File: src/rtl/ext_mode_map.svh
/*
 * Offsets, field positions, codes and timing constants for the extended mode logic.
 * Assumes the includer runs on a single 4 ns command clock.
 */
`ifndef EXT_MODE_MAP_SVH
`define EXT_MODE_MAP_SVH

// ----------------------------------------
// register select by bank bits
// ----------------------------------------
`define SEL_MAIN          3'h0
`define SEL_FIRST_EXT     3'h1
`define SEL_REFRESH_CTRL  3'h2
`define SEL_RESERVED3     3'h3

// ----------------------------------------
// field positions
// ----------------------------------------
`define MAIN_BL_LSB       0
`define MAIN_CL_LSB       4
`define FIRST_RTT_LO      2
`define FIRST_AL_LSB      3
`define FIRST_RTT_HI      6
`define FIRST_CAL_LSB     7
`define REF_PARTIAL_LSB   0
`define REF_DCC_BIT       3
`define REF_HIGH_TEMP_BIT 7

// ----------------------------------------
// calibration field codes
// ----------------------------------------
`define CAL_EXIT          3'h0
`define CAL_DRIVE_HIGH    3'h1
`define CAL_DRIVE_LOW     3'h2
`define CAL_ADJUST        3'h4
`define CAL_DEFAULT       3'h7

// ----------------------------------------
// reset values
// ----------------------------------------
`define RESET_CL          3'h3
`define RESET_BL          3'h2
`define RESET_STEP        4'h8

// ----------------------------------------
// timing, figures in ns at 4 ns per clock
// ----------------------------------------
`define CLK_PERIOD_NS     4
`define OIT_MAX_NS        12
`define MOD_MIN_NS        0
`define MOD_MAX_NS        12
`define OIT_CYCLES        ((`OIT_MAX_NS / `CLK_PERIOD_NS) < 1 ? 1 : (`OIT_MAX_NS / `CLK_PERIOD_NS))
`define MOD_MIN_CYCLES    (((`MOD_MIN_NS + `CLK_PERIOD_NS - 1) / `CLK_PERIOD_NS) < 1 ? 1 : \
                           ((`MOD_MIN_NS + `CLK_PERIOD_NS - 1) / `CLK_PERIOD_NS))
`define MOD_MAX_CYCLES    ((`MOD_MAX_NS / `CLK_PERIOD_NS) < 1 ? 1 : (`MOD_MAX_NS / `CLK_PERIOD_NS))

`endif

File: src/rtl/ext_mode_pkg.sv
/*
 * Types shared by the extended mode logic.
 * Assumes ext_mode_map.svh supplies all numeric constants.
 */
`default_nettype none

package ext_mode_pkg;

	typedef enum logic [2:0] {
		CAL_IDLE   = 3'b000,
		CAL_TO_ON  = 3'b001,
		CAL_DRIVE  = 3'b010,
		CAL_TO_OFF = 3'b011,
		CAL_WAIT   = 3'b100,
		CAL_BEAT23 = 3'b101,
		CAL_HOLD   = 3'b110
	} cal_state_type;

	typedef struct packed {
		logic       cs_n;
		logic       ras_n;
		logic       cas_n;
		logic       we_n;
		logic       cke;
		logic [2:0] bank;
		logic [15:0] addr;
	} cmd_type;

	typedef struct packed {
		logic       up;
		logic       down;
	} step_type;

endpackage

`default_nettype wire

File: src/rtl/ext_mode_ctrl.sv
/*
 * Extended mode register decode, driver calibration, partial refresh retention
 * and termination control of the memory device.
 * Assumes command pins and data are synchronous to CLK_I (no synchroniser needed)
 * and that each clock carries two data beats, rising then falling.
 */
`include "ext_mode_map.svh"
`default_nettype none

module ext_mode_ctrl
	import ext_mode_pkg::*;
#(
	parameter int         DQ_WIDTH     = 8,
	parameter bit         EIGHT_BANKS  = 1'b1,
	parameter bit         DCC_CONTROL  = 1'b1,
	parameter logic [3:0] DEFAULT_STEP = `RESET_STEP
) (
	// clock and reset
	input  wire logic                CLK_I,
	input  wire logic                RST_N_I,
	// command pins
	input  wire logic                CS_N_I,
	input  wire logic                RAS_N_I,
	input  wire logic                CAS_N_I,
	input  wire logic                WE_N_I,
	input  wire logic                CKE_I,
	input  wire logic [2:0]          BA_I,
	input  wire logic [15:0]         A_I,
	input  wire logic                ODT_I,
	// data in, two beats per clock
	input  wire logic [DQ_WIDTH-1:0] DQ_RISE_I,
	input  wire logic [DQ_WIDTH-1:0] DQ_FALL_I,
	// data and strobe drive
	output logic      [DQ_WIDTH-1:0] DQ_O,
	output logic                     DQ_OE_O,
	output logic                     DQS_O,
	output logic                     DQS_N_O,
	output logic                     RDQS_O,
	output logic                     STROBE_OE_O,
	// driver strength
	output logic      [3:0]          PULLUP_STEP_O,
	output logic      [3:0]          PULLDOWN_STEP_O,
	// refresh control
	output logic      [7:0]          BANK_RETAIN_O,
	output logic                     SELF_REFRESH_O,
	output logic                     HIGH_TEMP_RATE_O,
	output logic                     DUTY_CYCLE_CORRECTOR_O,
	// termination
	output logic      [1:0]          RTT_SEL_O,
	output logic                     TERM_ON_O,
	output logic                     TERM_UPDATE_BUSY_O,
	output logic                     CKE_LOW_IN_UPDATE_O
);

	// ----------------------------------------
	// command decode
	// ----------------------------------------
	cmd_type cmd;
	assign cmd = '{cs_n: CS_N_I, ras_n: RAS_N_I, cas_n: CAS_N_I, we_n: WE_N_I,
	               cke: CKE_I, bank: BA_I, addr: A_I};

	wire logic mode_set  = !cmd.cs_n && !cmd.ras_n && !cmd.cas_n && !cmd.we_n;
	wire logic sr_enter  = !cmd.cs_n && !cmd.ras_n && !cmd.cas_n && cmd.we_n && !cmd.cke;
	// bank bit 2 ignored in select; reserved register writes are accepted silently
	wire logic wr_main   = mode_set && (cmd.bank[1:0] == 2'(`SEL_MAIN));
	wire logic wr_first  = mode_set && (cmd.bank[1:0] == 2'(`SEL_FIRST_EXT));
	wire logic wr_ref    = mode_set && (cmd.bank[1:0] == 2'(`SEL_REFRESH_CTRL));
	wire logic [2:0] cal_code = cmd.addr[`FIRST_CAL_LSB +: 3];

	// ----------------------------------------
	// stored fields
	// ----------------------------------------
	logic [2:0] cl_q;
	logic [2:0] bl_q;
	logic [2:0] al_q;
	logic [2:0] partial_q;
	logic       sr_q;
	logic [1:0] rtt_pend_q;

	always_ff @(posedge CLK_I or negedge RST_N_I) begin
		if (!RST_N_I) begin
			cl_q      <= `RESET_CL;
			bl_q      <= `RESET_BL;
			al_q      <= 3'h0;
			partial_q <= 3'h0;
			sr_q      <= 1'b0;
		end else begin
			if (wr_main) begin
				cl_q <= cmd.addr[`MAIN_CL_LSB +: 3];
				bl_q <= cmd.addr[`MAIN_BL_LSB +: 3];
			end
			// adjust keeps the additive latency already in force
			if (wr_first && cal_code != `CAL_ADJUST)
				al_q <= cmd.addr[`FIRST_AL_LSB +: 3];
			if (wr_ref)
				partial_q <= cmd.addr[`REF_PARTIAL_LSB +: 3];
			if (sr_enter)
				sr_q <= 1'b1;
			else if (cmd.cke)
				sr_q <= 1'b0;
		end
	end

	always_ff @(posedge CLK_I or negedge RST_N_I) begin
		if (!RST_N_I) begin
			HIGH_TEMP_RATE_O       <= 1'b0;
			DUTY_CYCLE_CORRECTOR_O <= 1'b0;
		end else if (wr_ref) begin
			HIGH_TEMP_RATE_O       <= cmd.addr[`REF_HIGH_TEMP_BIT];
			DUTY_CYCLE_CORRECTOR_O <= DCC_CONTROL && cmd.addr[`REF_DCC_BIT];
		end
	end

	// ----------------------------------------
	// partial refresh retention
	// ----------------------------------------
	function automatic logic [7:0] retain_mask(input logic [2:0] code, input logic eight);
		logic [7:0] m;
		m = 8'hff;
		if (eight) begin
			unique case (code)
				3'h0: m = 8'hff;
				3'h1: m = 8'h0f;
				3'h2: m = 8'h03;
				3'h3: m = 8'h01;
				3'h4: m = 8'hfc;
				3'h5: m = 8'hf0;
				3'h6: m = 8'hc0;
				3'h7: m = 8'h80;
			endcase
		end else begin
			unique case (code)
				3'h1: m = 8'h03;
				3'h2: m = 8'h01;
				3'h4: m = 8'h0e;
				3'h5: m = 8'h0c;
				3'h6: m = 8'h08;
				3'h0, 3'h3, 3'h7: m = 8'h0f;
			endcase
		end
		return m;
	endfunction

	wire logic [7:0] all_banks = EIGHT_BANKS ? 8'hff : 8'h0f;
	wire logic [7:0] retain_d  = sr_q ? retain_mask(partial_q, EIGHT_BANKS) : all_banks;

	always_ff @(posedge CLK_I or negedge RST_N_I) begin
		if (!RST_N_I) begin
			BANK_RETAIN_O  <= EIGHT_BANKS ? 8'hff : 8'h0f;
			SELF_REFRESH_O <= 1'b0;
		end else begin
			BANK_RETAIN_O  <= retain_d;
			SELF_REFRESH_O <= sr_q;
		end
	end

	// ----------------------------------------
	// driver calibration
	// ----------------------------------------
	cal_state_type state_q, state_d;
	logic [3:0]    cnt_q, cnt_d;
	logic          level_q, level_d;
	logic [1:0]    beat01_q;

	// write latency of the code burst: additive plus column minus one
	wire logic [3:0] wl = 4'({1'b0, al_q} + {1'b0, cl_q} - 4'h1);
	wire logic [3:0] oit = 4'(`OIT_CYCLES);
	// every data line carries the same code, so lane zero suffices
	wire logic [3:0] code = {beat01_q[0], beat01_q[1], DQ_RISE_I[0], DQ_FALL_I[0]};
	wire logic is_drive = (cal_code == `CAL_DRIVE_HIGH) || (cal_code == `CAL_DRIVE_LOW);

	always_comb begin
		state_d = state_q;
		cnt_d   = (cnt_q != 4'h0) ? cnt_q - 4'h1 : 4'h0;
		level_d = level_q;
		unique case (state_q)
			CAL_TO_ON:  if (cnt_q == 4'h1) state_d = CAL_DRIVE;
			CAL_TO_OFF: if (cnt_q == 4'h1) state_d = CAL_IDLE;
			CAL_WAIT:   if (cnt_q == 4'h1) state_d = CAL_BEAT23;
			CAL_BEAT23: state_d = CAL_HOLD;
			CAL_IDLE, CAL_DRIVE, CAL_HOLD: ;
			default:    state_d = CAL_IDLE;
		endcase
		if (wr_first) begin
			unique case (cal_code)
				`CAL_DRIVE_HIGH, `CAL_DRIVE_LOW: begin
					state_d = CAL_TO_ON;
					cnt_d   = oit;
					level_d = (cal_code == `CAL_DRIVE_HIGH);
				end
				`CAL_ADJUST: begin
					// zero latency: beats zero and one arrive with the command
					state_d = (wl == 4'h0) ? CAL_BEAT23 : CAL_WAIT;
					cnt_d   = wl;
				end
				`CAL_EXIT: begin
					state_d = (state_q == CAL_DRIVE || state_q == CAL_TO_ON) ?
					          CAL_TO_OFF : CAL_IDLE;
					cnt_d   = oit;
				end
				default: state_d = CAL_IDLE;
			endcase
		end
	end

	always_ff @(posedge CLK_I or negedge RST_N_I) begin
		if (!RST_N_I) begin
			state_q  <= CAL_IDLE;
			cnt_q    <= 4'h0;
			level_q  <= 1'b0;
			beat01_q <= 2'h0;
		end else begin
			state_q  <= state_d;
			cnt_q    <= cnt_d;
			level_q  <= level_d;
			beat01_q <= {DQ_FALL_I[0], DQ_RISE_I[0]};
		end
	end

	// ----------------------------------------
	// strength steps
	// ----------------------------------------
	step_type inc, dec;
	wire logic apply   = (state_q == CAL_BEAT23);
	wire logic restore = wr_first && (cal_code == `CAL_DEFAULT);

	always_comb begin
		inc = '0;
		dec = '0;
		if (apply) begin
			unique case (code)
				4'b0001: inc.up = 1'b1;
				4'b0010: dec.up = 1'b1;
				4'b0100: inc.down = 1'b1;
				4'b1000: dec.down = 1'b1;
				4'b0101: inc = '{up: 1'b1, down: 1'b1};
				4'b0110: begin dec.up = 1'b1; inc.down = 1'b1; end
				4'b1001: begin inc.up = 1'b1; dec.down = 1'b1; end
				4'b1010: dec = '{up: 1'b1, down: 1'b1};
				default: ; // reserved codes act as no-op
			endcase
		end
	end

	// one counter pair serves every data and strobe driver
	drive_step #(.STEPS(16), .DEFAULT(DEFAULT_STEP)) u_pullup (
		.clk_i     (CLK_I),
		.rst_n_i   (RST_N_I),
		.inc_i     (inc.up),
		.dec_i     (dec.up),
		.restore_i (restore),
		.step_o    (PULLUP_STEP_O)
	);

	drive_step #(.STEPS(16), .DEFAULT(DEFAULT_STEP)) u_pulldown (
		.clk_i     (CLK_I),
		.rst_n_i   (RST_N_I),
		.inc_i     (inc.down),
		.dec_i     (dec.down),
		.restore_i (restore),
		.step_o    (PULLDOWN_STEP_O)
	);

	// ----------------------------------------
	// drive outputs
	// ----------------------------------------
	// keep driving through the turn-off delay, but only if already driving
	wire logic drive_on = (state_d == CAL_DRIVE) || (state_d == CAL_TO_OFF && DQ_OE_O);

	always_ff @(posedge CLK_I or negedge RST_N_I) begin
		if (!RST_N_I) begin
			DQ_O        <= '0;
			DQ_OE_O     <= 1'b0;
			DQS_O       <= 1'b0;
			DQS_N_O     <= 1'b0;
			RDQS_O      <= 1'b0;
			STROBE_OE_O <= 1'b0;
		end else begin
			DQ_O        <= {DQ_WIDTH{level_d}};
			DQ_OE_O     <= drive_on;
			DQS_O       <= level_d;
			DQS_N_O     <= !level_d;
			RDQS_O      <= level_d;
			STROBE_OE_O <= drive_on;
		end
	end

	// ----------------------------------------
	// termination
	// ----------------------------------------
	logic [3:0] mod_cnt_q;
	wire logic  upd_start = wr_first && !is_drive && cal_code != `CAL_ADJUST;
	wire logic  mod_min   = (mod_cnt_q == 4'(`MOD_MAX_CYCLES - `MOD_MIN_CYCLES + 1));

	always_ff @(posedge CLK_I or negedge RST_N_I) begin
		if (!RST_N_I) begin
			rtt_pend_q          <= 2'h0;
			mod_cnt_q           <= 4'h0;
			RTT_SEL_O           <= 2'h0;
			TERM_ON_O           <= 1'b0;
			TERM_UPDATE_BUSY_O  <= 1'b0;
			CKE_LOW_IN_UPDATE_O <= 1'b0;
		end else begin
			if (upd_start) begin
				rtt_pend_q <= {cmd.addr[`FIRST_RTT_HI], cmd.addr[`FIRST_RTT_LO]};
				mod_cnt_q  <= 4'(`MOD_MAX_CYCLES);
			end else if (mod_cnt_q != 4'h0) begin
				mod_cnt_q <= mod_cnt_q - 4'h1;
			end
			if (mod_min)
				RTT_SEL_O <= rtt_pend_q;
			TERM_UPDATE_BUSY_O <= upd_start || (mod_cnt_q > 4'h1);
			// sticky: a later update clears it, a new violation in that cycle wins
			if (TERM_UPDATE_BUSY_O && !cmd.cke)
				CKE_LOW_IN_UPDATE_O <= 1'b1;
			else if (upd_start)
				CKE_LOW_IN_UPDATE_O <= 1'b0;
			TERM_ON_O <= ODT_I && !sr_q && !sr_enter && (RTT_SEL_O != 2'h0);
		end
	end

endmodule

`default_nettype wire

File: src/rtl/drive_step.sv
/*
 * Saturating driver strength counter, one per pull direction.
 * Assumes inc and dec are never both high.
 */
`default_nettype none

module drive_step #(
	parameter int         STEPS   = 16,
	parameter logic [3:0] DEFAULT = 4'h8
) (
	// clock and reset
	input  wire logic       clk_i,
	input  wire logic       rst_n_i,
	// step requests
	input  wire logic       inc_i,
	input  wire logic       dec_i,
	input  wire logic       restore_i,
	// strength
	output logic      [3:0] step_o
);

	wire logic at_top = (step_o == 4'(STEPS - 1));
	wire logic at_bot = (step_o == 4'h0);

	always_ff @(posedge clk_i or negedge rst_n_i) begin
		if (!rst_n_i)
			step_o <= 4'h8;
		else if (restore_i)
			step_o <= DEFAULT;
		else if (inc_i && !at_top)
			step_o <= step_o + 4'h1;
		else if (dec_i && !at_bot)
			step_o <= step_o - 4'h1;
	end

endmodule

`default_nettype wire

File: config.mk
export PLATFORM = sky130hd
export DESIGN_NAME = ext_mode_ctrl
export DESIGN_NICKNAME = d
export VERILOG_FILES = /design/src/rtl/ext_mode_pkg.sv /design/src/rtl/ext_mode_ctrl.sv /design/src/rtl/drive_step.sv
export VERILOG_INCLUDE_DIRS = /design/src /design/src/rtl
export SDC_FILE = /design/constraint.sdc
export NUM_CORES = 1
export LEC_CHECK = 0
export BUFFER_PORTS_ARGS = -buffer_cell sky130_fd_sc_hd__buf_4
export CAP_MARGIN = 20
export CORE_MARGIN = 5
export CORE_UTILIZATION = 33
export CTS_BUF_LIST = sky130_fd_sc_hd__clkbuf_2
export CTS_CLUSTER_SIZE = 28
export DETAILED_ROUTE_END_ITERATION = 8
export PLACE_DENSITY_LB_ADDON = 0.15
export RECOVER_POWER = 100
export REMOVE_ABC_BUFFERS = 1
export SLEW_MARGIN = 20
export SYNTH_ARGS = -nofsm -noshare
export SYNTH_HDL_FRONTEND = slang
export SYNTH_HIERARCHICAL = 1
export SYNTH_SLANG_ARGS = --single-unit
File: constraint.sdc
create_clock -name CLK_I -period 5.55 [get_ports CLK_I]
set_input_delay 0.555 -clock CLK_I [delete_from_list [all_inputs] [get_ports CLK_I]]
set_output_delay 0.555 -clock CLK_I [all_outputs]
set_load 0.005 [all_outputs]
==> impl_results.md, run 1 <==
- Synth cell types: 50
- Die extent in y: 101.4 um
- Rel. slew slack: -79.80%
- Vias in the first global route: 1,946
- CP startpoint kind: primary input
- Die area: 10,290 um^2
- Worst r2r src: state_q[2]
- DRC Markers: 0
- Area growth from synthesis to layout: 17.69%
- Hold depth: 1
- Seq/Total Area, Yosys: 45.80%
- Clock Pin Slew Worst Setup and Hold Paths: 290 ps
- Final-report max-slew violation count: 51
- Initial core utilization: 33.75%
- Failing checks: max-capacitance violations, max-slew violations
- Pwr Density: 354.0 nW/um^2
- Worst EP required: 5940 ps
- Clk sinks: 50
- Reg2reg end: u_pulldown/step_o[3]
- Yosys top cell by area: dfrtp_1
- Routed len/inst: 13.19 um
- Final setup margin: 2542 ps
- CTS Hold Bufs: 0
- Yosys warns: 6
- Fin nets: 378
- Post-Place Setup Slack: 2665 ps
- Largest net degree at the start of global routing: 51
- Endpoint class of the critical path: register
- Clk Latency, worst-skew pair: 450 ps
- Synth Area per Inst: 10.14 um^2
- Tot GR Track Use: 11.25%
- Routed wire length: 5.617 mm
- # resized after CTS: 0
- # rows: 33
- Clk pwr share: 17.8%
- Cell with the most instances after synthesis: dfrtp_1
- Switch share: 35.64%
- Async SR Flop Fraction: 100.0%
- Initial antenna violation count: 0
- Fmax: 332.4 MHz
- Hpwl dp: 4.214 mm
- Internal reg-to-reg setup slack: 2850 ps
- Root buf cell: clkbuf_2
- Flops & latches, synth: 50
- Worst Hold Class: in2reg
- Min cycle time layout: 3008 ps
- Arr. time, crit path: 3400 ps
- Hold Startpoint: DQ_FALL_I[0]
- Global placement routability congestion: 0.7791
- Die W: 101.4 um
- Setup TNS: 0 ps
- Gr ovfl total: 0
- Final Hold Viols: 0
- Drt pass-1 iters: 4
- DR vias/cell: 4.732
- Psw: 0.0004097 W
- Post-synth top flop: dfrtp_1
- PortBufs: 58
- VDD IR max: 166.8 uV
- N_diodes: 0
- Crit-path max FO: 11
- Clock H-tree levels: 2
- Cell count after synthesis: 272
- Clock Skew: 26.24 ps
- Clk buf depth: 2
- Setup violators final: 0
- I/O pins: 80
- Layout cells sized above 1: 25.86%
- Static Leak: 1.512 nW
- Antenna viol nets, final: 0
- DR vias: 2,016
- Register share of total power: 46.1%
- CTS buffer count: 5
- Status: complete, but fails checks
- Top cell type's share of synthesized area: 36.28%
- Setup bufs post-CTS: 0
- First DRT Iteration DRCs: 71
- Ranking of synthesized cells by area: dfrtp_1 (36%), dfstp_2 (9.5%), ha_1 (5.4%)
- Int Power: 0.0007398 W
- Synth top cells by count: dfrtp_1 (40), nand2_1 (29), inv_1 (25)
- Slew @ Worst Pin: 2697 ps
- Crit Path Category: in2reg
- Period utilization: 54.20%
- TritonCTS clock tree: built
- EDFF count, synth: 0
- Post-Syn Area: 2759 um^2
- Hold endpoint: beat01_q[1]
- Max_cap viols: 1
- Core area: 8175 um^2
- FF-to-FF path depth: 8
- First-pass GRT wire length: 9.342 mm
- Unrepaired setup endpoints after global routing: false
- Gate power share: 36.1%
through the flow:
| stage | instance area [um^2] | utilization [%] | hold slack [ps] | power, W | std cells |
|---|---|---|---|---|---|
| 2_1_floorplan | 2646 | - | 259.4 | 0.0008084 | 255 |
| 3_3_place_gp | 3213 | 39.30 | 457.6 | 0.0009574 | 418 |
| 3_5_place_dp | 3213 | 39.30 | 464.5 | 0.0009678 | 418 |
| 4_1_cts | 3286 | 40.19 | 53.96 | 0.001180 | 426 |
| 5_1_grt | 3247 | 39.72 | 220.3 | 0.001249 | 426 |
| 6_report | 3247 | 39.72 | 259.1 | 0.001149 | 426 |
flip-flops by register name, summed over array words and instances, names as in the netlist, 2 cells and up:
name,cells
cl_q,3
state_q,3
mod_cnt_q,4
u_pulldown/step_o,4
BANK_RETAIN_O,6
cnt_q,4
partial_q,3
al_q,3
u_pullup/step_o,4
RTT_SEL_O,2
beat01_q,2
rtt_pend_q,2
critical path, cell delays in order:
cell and delay, ps:
clkbuf_4 110, or4_1 590, nor3b_1 990, nand2_1 280, nor2_1 490, mux2_1 370
metal layers:
metal | up-vias | share of wire, % | global-route usage, %
met2 | 48 | 46 | 17.61
li1 | 1020 | - | -
met1 | 942 | 47 | 15.36
met5 | - | 0 | 0
met4 | 0 | 1.5 | 3.988
met3 | 6 | 5.5 | 2.479
worst max-delay path by stage:
stage | startpoint | end
finish | RAS_N_I | rtt_pend_q[0]
global route | RAS_N_I | rtt_pend_q[1]
CTS | state_q[2] | u_pulldown/step_o[3]
detailed placement | RAS_N_I | rtt_pend_q[0]
global placement | RAS_N_I | rtt_pend_q[0]
floorplan | RAS_N_I | rtt_pend_q[0]
power by group through the flow:
| stage | Sequential [W] | Clock (W) | Combinational [W] |
|---|---|---|---|
| finish | 0.000530 | 0.000205 | 0.000415 |
| global route | 0.000543 | 0.000227 | 0.000479 |
| CTS | 0.000532 | 0.000216 | 0.000431 |
| detailed placement | 0.000539 | 0 | 0.000429 |
| global placement | 0.000536 | 0 | 0.000422 |
| floorplan | 0.000521 | 0 | 0.000288 |
cell families (layout without fill, tap and decap cells):
group / after synthesis / after routing / synth area share, %
compound gates: 53 / 53 / 14.42
xor+xnor: 11 / 11 / 3.492
fa+ha+maj: 16 / 16 / 7.982
buf+inv: 42 / 91 / 7.483
flops: 50 / 50 / 45.80
mux: 11 / 11 / 4.399
simple gates: 89 / 89 / 16.42
cell type report:
class	instances	area, um^2
clock buffers	5	25.02
clock inverters	3	47.55
fillers	849	4928
inverters	25	93.84
multi-input cells	180	1265
flip-flops and latches	50	1264
well taps	105	131.4
repair buffers	58	420.4
cells in the final DEF, fill, tap and decap left out, drive strengths merged, types with 2 or more instances in the layout:
cell type  synthesis  layout
nand4              2       2
o41a               2       2
a21oi             12      12
nand3b             2       2
inv               25      26
nand3              9       9
dfstp             10      10
a21boi             2       2
xnor2              9       9
ha                12      12
a31o               2       2
nand2             29      29
nand2b             4       4
o22ai              2       2
mux2i              2       2
o21a               3       3
nor4b              2       2
nor3b              5       5
fa                 3       3
o31ai              2       2
a21o               3       3
clkbuf             3      44
nor2b              4       4
nor3              10      10
nor2              18      18
xor2               2       2
o21ai             17      17
dfrtp             40      40
buf               14      19
mux2               9       9
Note: power is estimated with default switching activity, not from simulation.
==> run 2, diff against run 1 <==
--- a/config.mk
+++ b/config.mk
@@ -6,6 +6,7 @@
 export SDC_FILE = /design/constraint.sdc
 export NUM_CORES = 1
 export LEC_CHECK = 0
+export ABC_AREA = 1
 export BUFFER_PORTS_ARGS = -buffer_cell sky130_fd_sc_hd__buf_4
 export CAP_MARGIN = 20
 export CORE_MARGIN = 5
==> constraint.sdc (replaced) <==
create_clock -name CLK_I -period 3.1 [get_ports CLK_I]
set_input_delay 0.31 -clock CLK_I [delete_from_list [all_inputs] [get_ports CLK_I]]
set_output_delay 0.31 -clock CLK_I [all_outputs]
set_load 0.005 [all_outputs]
==> run 2 against run 1 <==
Worst setup slack lost 1700 ps; clock-buffer cell count grew 1; global-route usage grew 0.36 points; clock power grew 66%; non-clock buffer count grew 5; the run now ends clean; combinational power grew 98%; critical endpoint is now STROBE_OE_O.
==> impl_results.md, run 2 <==
- N_diodes: 0
- Clk Latency, worst-skew pair: 420 ps
- Worst Hold Class: in2reg
- Layout cells sized above 1: 20.36%
- Core area: 8258 um^2
- Hold endpoint: rtt_pend_q[1]
- Crit-path max FO: 2
- Max_cap viols: 0
- Setup violators final: 0
- Crit Path Category: reg2reg
- Gr ovfl total: 0
- Die W: 102.2 um
- Status: finished, final reports clean
- Pwr Density: 645.2 nW/um^2
- Placed Area: 3291 um^2
- # resized after CTS: 0
- Worst EP required: 3460 ps
- EDFF count, synth: 0
- Top cell type's share of synthesized area: 35.67%
- VDD IR max: 228.8 uV
- Buffers plus inverters on the worst setup path: 3
- Antenna viol nets, final: 0
- Commonest non-fill, non-tap cells in the layout: nand2_1 (74), inv_1 (60), dfrtp_1 (40)
- Cell count after synthesis: 334
- FF-to-FF path depth: 13
- Cell with the most instances after synthesis: nand2_1
- Fill cell count: 874
- Crit-path slowest cell: dfstp_2
- Vias in the first global route: 2,114
- Period utilization: 74.14%
- Largest reg by FF count: BANK_RETAIN_O
- DRC Markers: 0
- Fmax: 435.1 MHz
- Final hold slack: 82.23 ps
- Final-report max-slew violation count: 0
- Global placement routability congestion: 0.8624
- Slew @ Worst Pin: 1237 ps
- Final Hold Viols: 0
- Largest stage delay, worst path: 570 ps
- Yosys warns: 6
- Clk buf depth: 2
- Largest net degree at the start of global routing: 51
- Arr. time, crit path: 2660 ps
- Initial antenna violation count: 0
- PortBufs: 58
- Root buf cell: clkbuf_2
- Initial core utilization: 33.98%
- DR vias: 2,259
- Synth top cells by count: nand2_1 (74), inv_1 (58), dfrtp_1 (40)
- Hold Startpoint: A_I[6]
- Ranking of synthesized cells by area: dfrtp_1 (36%), nand2_1 (9.9%), dfstp_2 (9.4%)
- Die extent in y: 102.2 um
- Worst r2r src: cl_q[1]
- Min cycle time layout: 2298 ps
- Routed wire length: 5.922 mm
- Seq/Total Area, Yosys: 45.03%
- Clock Skew: 29.56 ps
- Routed len/inst: 11.89 um
- # rows: 33
- Final core utilization: 40.09%
- Tot GR Track Use: 11.61%
- Delay-heaviest family, CP: adder cells
- Clk sinks: 50
- Synth Area per Inst: 8.403 um^2
- Post-synth top flop: dfrtp_1
- First-pass GRT wire length: 9.680 mm
- Internal reg-to-reg setup slack: 800 ps
- CP startpoint kind: register
- Die area: 10,450 um^2
- Hpwl dp: 4.546 mm
- Static Leak: 1.736 nW
- Reg2reg end: STROBE_OE_O
- Async SR Flop Fraction: 100.0%
- Endpoint class of the critical path: register
- CTS buffer count: 5
- Final Cell Area: 3311 um^2
- DR vias/cell: 4.536
- Clock Pin Slew Worst Setup and Hold Paths: 260 ps
- Commonest non-fill, non-tap cell in the layout: nand2_1
- Setup TNS: 0 ps
- Hold depth: 3
- Rel. slew slack: 17.55%
- Clock H-tree levels: 2
- Fin nets: 450
- Post-Syn Area: 2806 um^2
- Synth cell types: 36
- Unrepaired setup endpoints after global routing: false
- Yosys top cell by area: dfrtp_1
- Largest register FFs: 6
- I/O pins: 80
- Critical-path cell list: inv_1 > ha_1 > inv_1 > ha_1 > inv_1 > fa_1 > nand2_1 > nor2_1 > nand3_1 > nand2_1 > o21ai_0 > nor2_1 > nor2_1
- Area growth from synthesis to layout: 17.97%
- Flops & latches, synth: 50
- Drt pass-1 iters: 4
- First DRT Iteration DRCs: 62
- TritonCTS clock tree: built
-- run 2: logic make-up after synthesis --
logic type      synth area share [%]
buf+inv                        11.50
fa+ha+maj                      7.490
xor+xnor                       1.249
mux                           0.8024
flops                          45.03
simple gates                   25.06
compound gates                 8.872
-- run 2: how the worst max path moves through the flow --
stage,from,end,slack [ps],depth (start not counted)
floorplan,cl_q[1],STROBE_OE_O,1040,13
global placement,state_q[2],u_pulldown/step_o[3],860,13
detailed placement,state_q[2],u_pulldown/step_o[3],850,13
CTS,state_q[2],u_pulldown/step_o[3],820,12
global route,cl_q[1],STROBE_OE_O,550,13
finish,cl_q[1],STROBE_OE_O,800,13
-- run 2: cell type report --
| type | instances | area [um^2] | share of cell area [%] |
|---|---|---|---|
| Clock buffer | 6 | 30.03 | 0.9070 |
| Clock inverter | 2 | 33.78 | 1.020 |
| Inverter | 62 | 232.7 | 7.029 |
| Multi-Input combinational cell | 210 | 1161 | 35.07 |
| Sequential cell | 50 | 1264 | 38.17 |
| Tap cell | 105 | 131.4 | 3.968 |
| Timing Repair Buffer | 63 | 457.9 | 13.83 |
-- run 2: repair_timing --
action | CTS | global route
endpoints found under the hold margin | 42 | 1
setup buffers | 0 | 0
setup endpoints to repair | 0 | 0
hold buffers | 3 | 1
-- run 2: layer usage --
| layer | wire length [um] | part of all wire (%) | GRT usage [%] |
|---|---|---|---|
| met1 | 2820 | 48 | 15.55 |
| met2 | 2721 | 46 | 18.84 |
| met3 | 322 | 5.4 | 2.799 |
| met4 | 59 | 1.0 | 3.229 |
| met5 | 0 | 0 | 0 |
-- run 2: tightest hold or removal path, cell delays in order --
cell,delay [ps]
buf_4,90
nand2_1,50
nand2_1,60
-- run 2: power breakdown --
part / switching, W / total [W] / internal [W]
logic: 0.000430 / 0.000822 / 0.000392
clock network: 0.000203 / 0.000340 / 0.000137
registers: 0.000152 / 0.000974 / 0.000822
total: 0.000784 / 0.00214 / 0.00135
-- run 2: metrics by stage --
stage / instances / setup slack (ps) / power (W)
2_1_floorplan: 322 / 1038 / 0.001507
3_3_place_gp: 486 / 858.1 / 0.001827
3_5_place_dp: 486 / 849.8 / 0.001847
4_1_cts: 497 / 817.8 / 0.002201
5_1_grt: 498 / 554.8 / 0.002336
6_report: 498 / 801.7 / 0.002136
==> run 3, diff against run 2 <==
==> constraint.sdc (replaced) <==
create_clock -name CLK_I -period 2.16 [get_ports CLK_I]
set_input_delay 0.216 -clock CLK_I [delete_from_list [all_inputs] [get_ports CLK_I]]
set_output_delay 0.216 -clock CLK_I [all_outputs]
set_load 0.005 [all_outputs]
==> run 3 against run 2 <==
Utilization up 2.2 points; critical path type unchanged; maximum frequency rose by 11%; design area rose by 5.6%; clock skew is 15 ps lower; die area unchanged.
==> impl_results.md, run 3 (same netlist as run 2, synthesis figures left out) <==
- Routed wire length: 6.030 mm
- Tot GR Track Use: 12.54%
- I/O pins: 80
- Power, Total: 0.003053 W
- Unrepaired setup endpoints after global routing: true
- Global placement routability congestion: 0.8514
- Final-report max-slew violation count: 0
- TritonCTS clock tree: built
- Clock Skew: 15.00 ps
- Final core utilization: 42.32%
- DR vias/cell: 4.481
- Die W: 102.2 um
- CP startpoint kind: register
- Root buf cell: clkbuf_2
- Status: finished, final reports clean
- Pwr Density: 873.5 nW/um^2
- Clk buf depth: 2
- Largest reg by FF count: BANK_RETAIN_O
- Endpoint class of the critical path: register
- Die area: 10,450 um^2
- First-pass GRT wire length: 10.33 mm
- First DRT Iteration DRCs: 55
- Commonest non-fill, non-tap cells in the layout: nand2_1 (73), inv_1 (55), dfrtp_1 (40)
- Max_cap viols: 0
- Area growth from synthesis to layout: 24.52%
- Largest register FFs: 6
- Clk sinks: 50
- Fin nets: 461
- Initial core utilization: 33.98%
- Die extent in y: 102.2 um
- Final Hold Viols: 0
- Clock Pin Slew Worst Setup and Hold Paths: 240 ps
- Worst EP required: 2510 ps
- Clk Latency, worst-skew pair: 410 ps
- PortBufs: 58
- Rel. slew slack: 17.43%
- Core area: 8258 um^2
- Layout cells sized above 1: 25.99%
- Setup violators final: 0
- Drt pass-1 iters: 4
- Clock H-tree levels: 2
- DR vias: 2,281
- Largest net degree at the start of global routing: 51
- Gr ovfl total: 0
- Arr. time, crit path: 2430 ps
- Internal reg-to-reg setup slack: 80 ps
- DRC Markers: 0
- # rows: 33
- Routed len/inst: 11.85 um
- Fmax: 481.8 MHz
- Antenna viol nets, final: 0
- Crit-path max FO: 2
- Initial antenna violation count: 0
- Period utilization: 96.08%
- N_diodes: 0
- Crit Path Category: reg2reg
- Commonest non-fill, non-tap cell in the layout: nand2_1
- Worst Hold Class: in2reg
- Fill cell count: 860
- Hpwl dp: 4.620 mm
- Static Leak: 1.797 nW
- Slew @ Worst Pin: 1239 ps
- Min cycle time layout: 2075 ps
- Vias in the first global route: 2,265
- CTS buffer count: 5
- VDD IR max: 417.4 uV
-- run 3: cell count changes in the layout (fill, tap and decap cells not counted), sizes merged --
cell         change
buf             +14
bufinv           -1
clkbuf          -11
clkinv           +1
dlygate4sd3      +8
-- run 3: final timing paths --
kind                                         to    startpoint  cells after the start
max                                 STROBE_OE_O       cl_q[1]                     13
min                                     cl_q[0]       BA_I[1]                      4
max reg2reg                         STROBE_OE_O       cl_q[1]                     13
min reg2reg                    BANK_RETAIN_O[0]  partial_q[2]                      1
max in group asynchronous  u_pulldown/step_o[1]       RST_N_I                      2
min in group asynchronous        SELF_REFRESH_O       RST_N_I                      2
-- run 3: metal layers --
metal	track usage [%]	routed length (um)	up-vias
met5	0	0	-
met4	3.330	81	0
met3	3.481	334	7
met2	20.69	2751	48
met1	16.27	2862	1044
li1	-	-	1182
-- run 3: worst max-delay path, cell delays in order, from the launching register on --
cell	delay, ps
dfstp_2	580
inv_2	40
ha_4	210
inv_4	50
ha_4	110
inv_2	30
fa_1	500
nand2_1	60
nor2_1	80
nand3_1	80
nand2_1	90
o21ai_2	60
nor2_1	80
nor2_1	40
-- run 3: power by group --
| part | internal (W) | switching, W |
|---|---|---|
| clock network | 0.0000797 | 0.000286 |
| logic | 0.000625 | 0.000645 |
| registers | 0.00119 | 0.000231 |
| total | 0.00189 | 0.00116 |
-- run 3: area by class of cell --
class / instances / area (um^2) / area share [%]
inverter: 62 / 235.2 / 6.731
clock inverter: 2 / 8.758 / 0.2506
multi-input combinational: 210 / 1265 / 36.20
sequential: 50 / 1264 / 36.16
tap: 105 / 131.4 / 3.759
timing repair buffer: 74 / 560.5 / 16.04
clock buffer: 6 / 30.03 / 0.8593
-- run 3: what timing repair did --
| item | in CTS | in global routing |
|---|---|---|
| setup endpoints to repair | 1 | 4 |
| hold buffers | 11 | 1 |
| pin swaps | 9 | 8 |
| hold endpoints to repair | 53 | 2 |
| resized for setup | 7 | 7 |
| buffers inserted | 0 | 1 |
-- run 3: metrics by stage --
step | TNS, ps | hold WS (ps) | setup WS (ps) | instances | cell area [um^2]
final | 0 | 97.96 | 84.63 | 509 | 3495
after global routing | -123.8 | 23.64 | -97.08 | 509 | 3495
after CTS | 0 | 6.374 | 12.42 | 507 | 3480
after detailed placement | -4.934 | 291.9 | -4.934 | 488 | 3306
after global placement | 0 | 298.2 | 16.22 | 488 | 3306
after floorplan | 0 | -79.59 | 97.96 | 322 | 2716
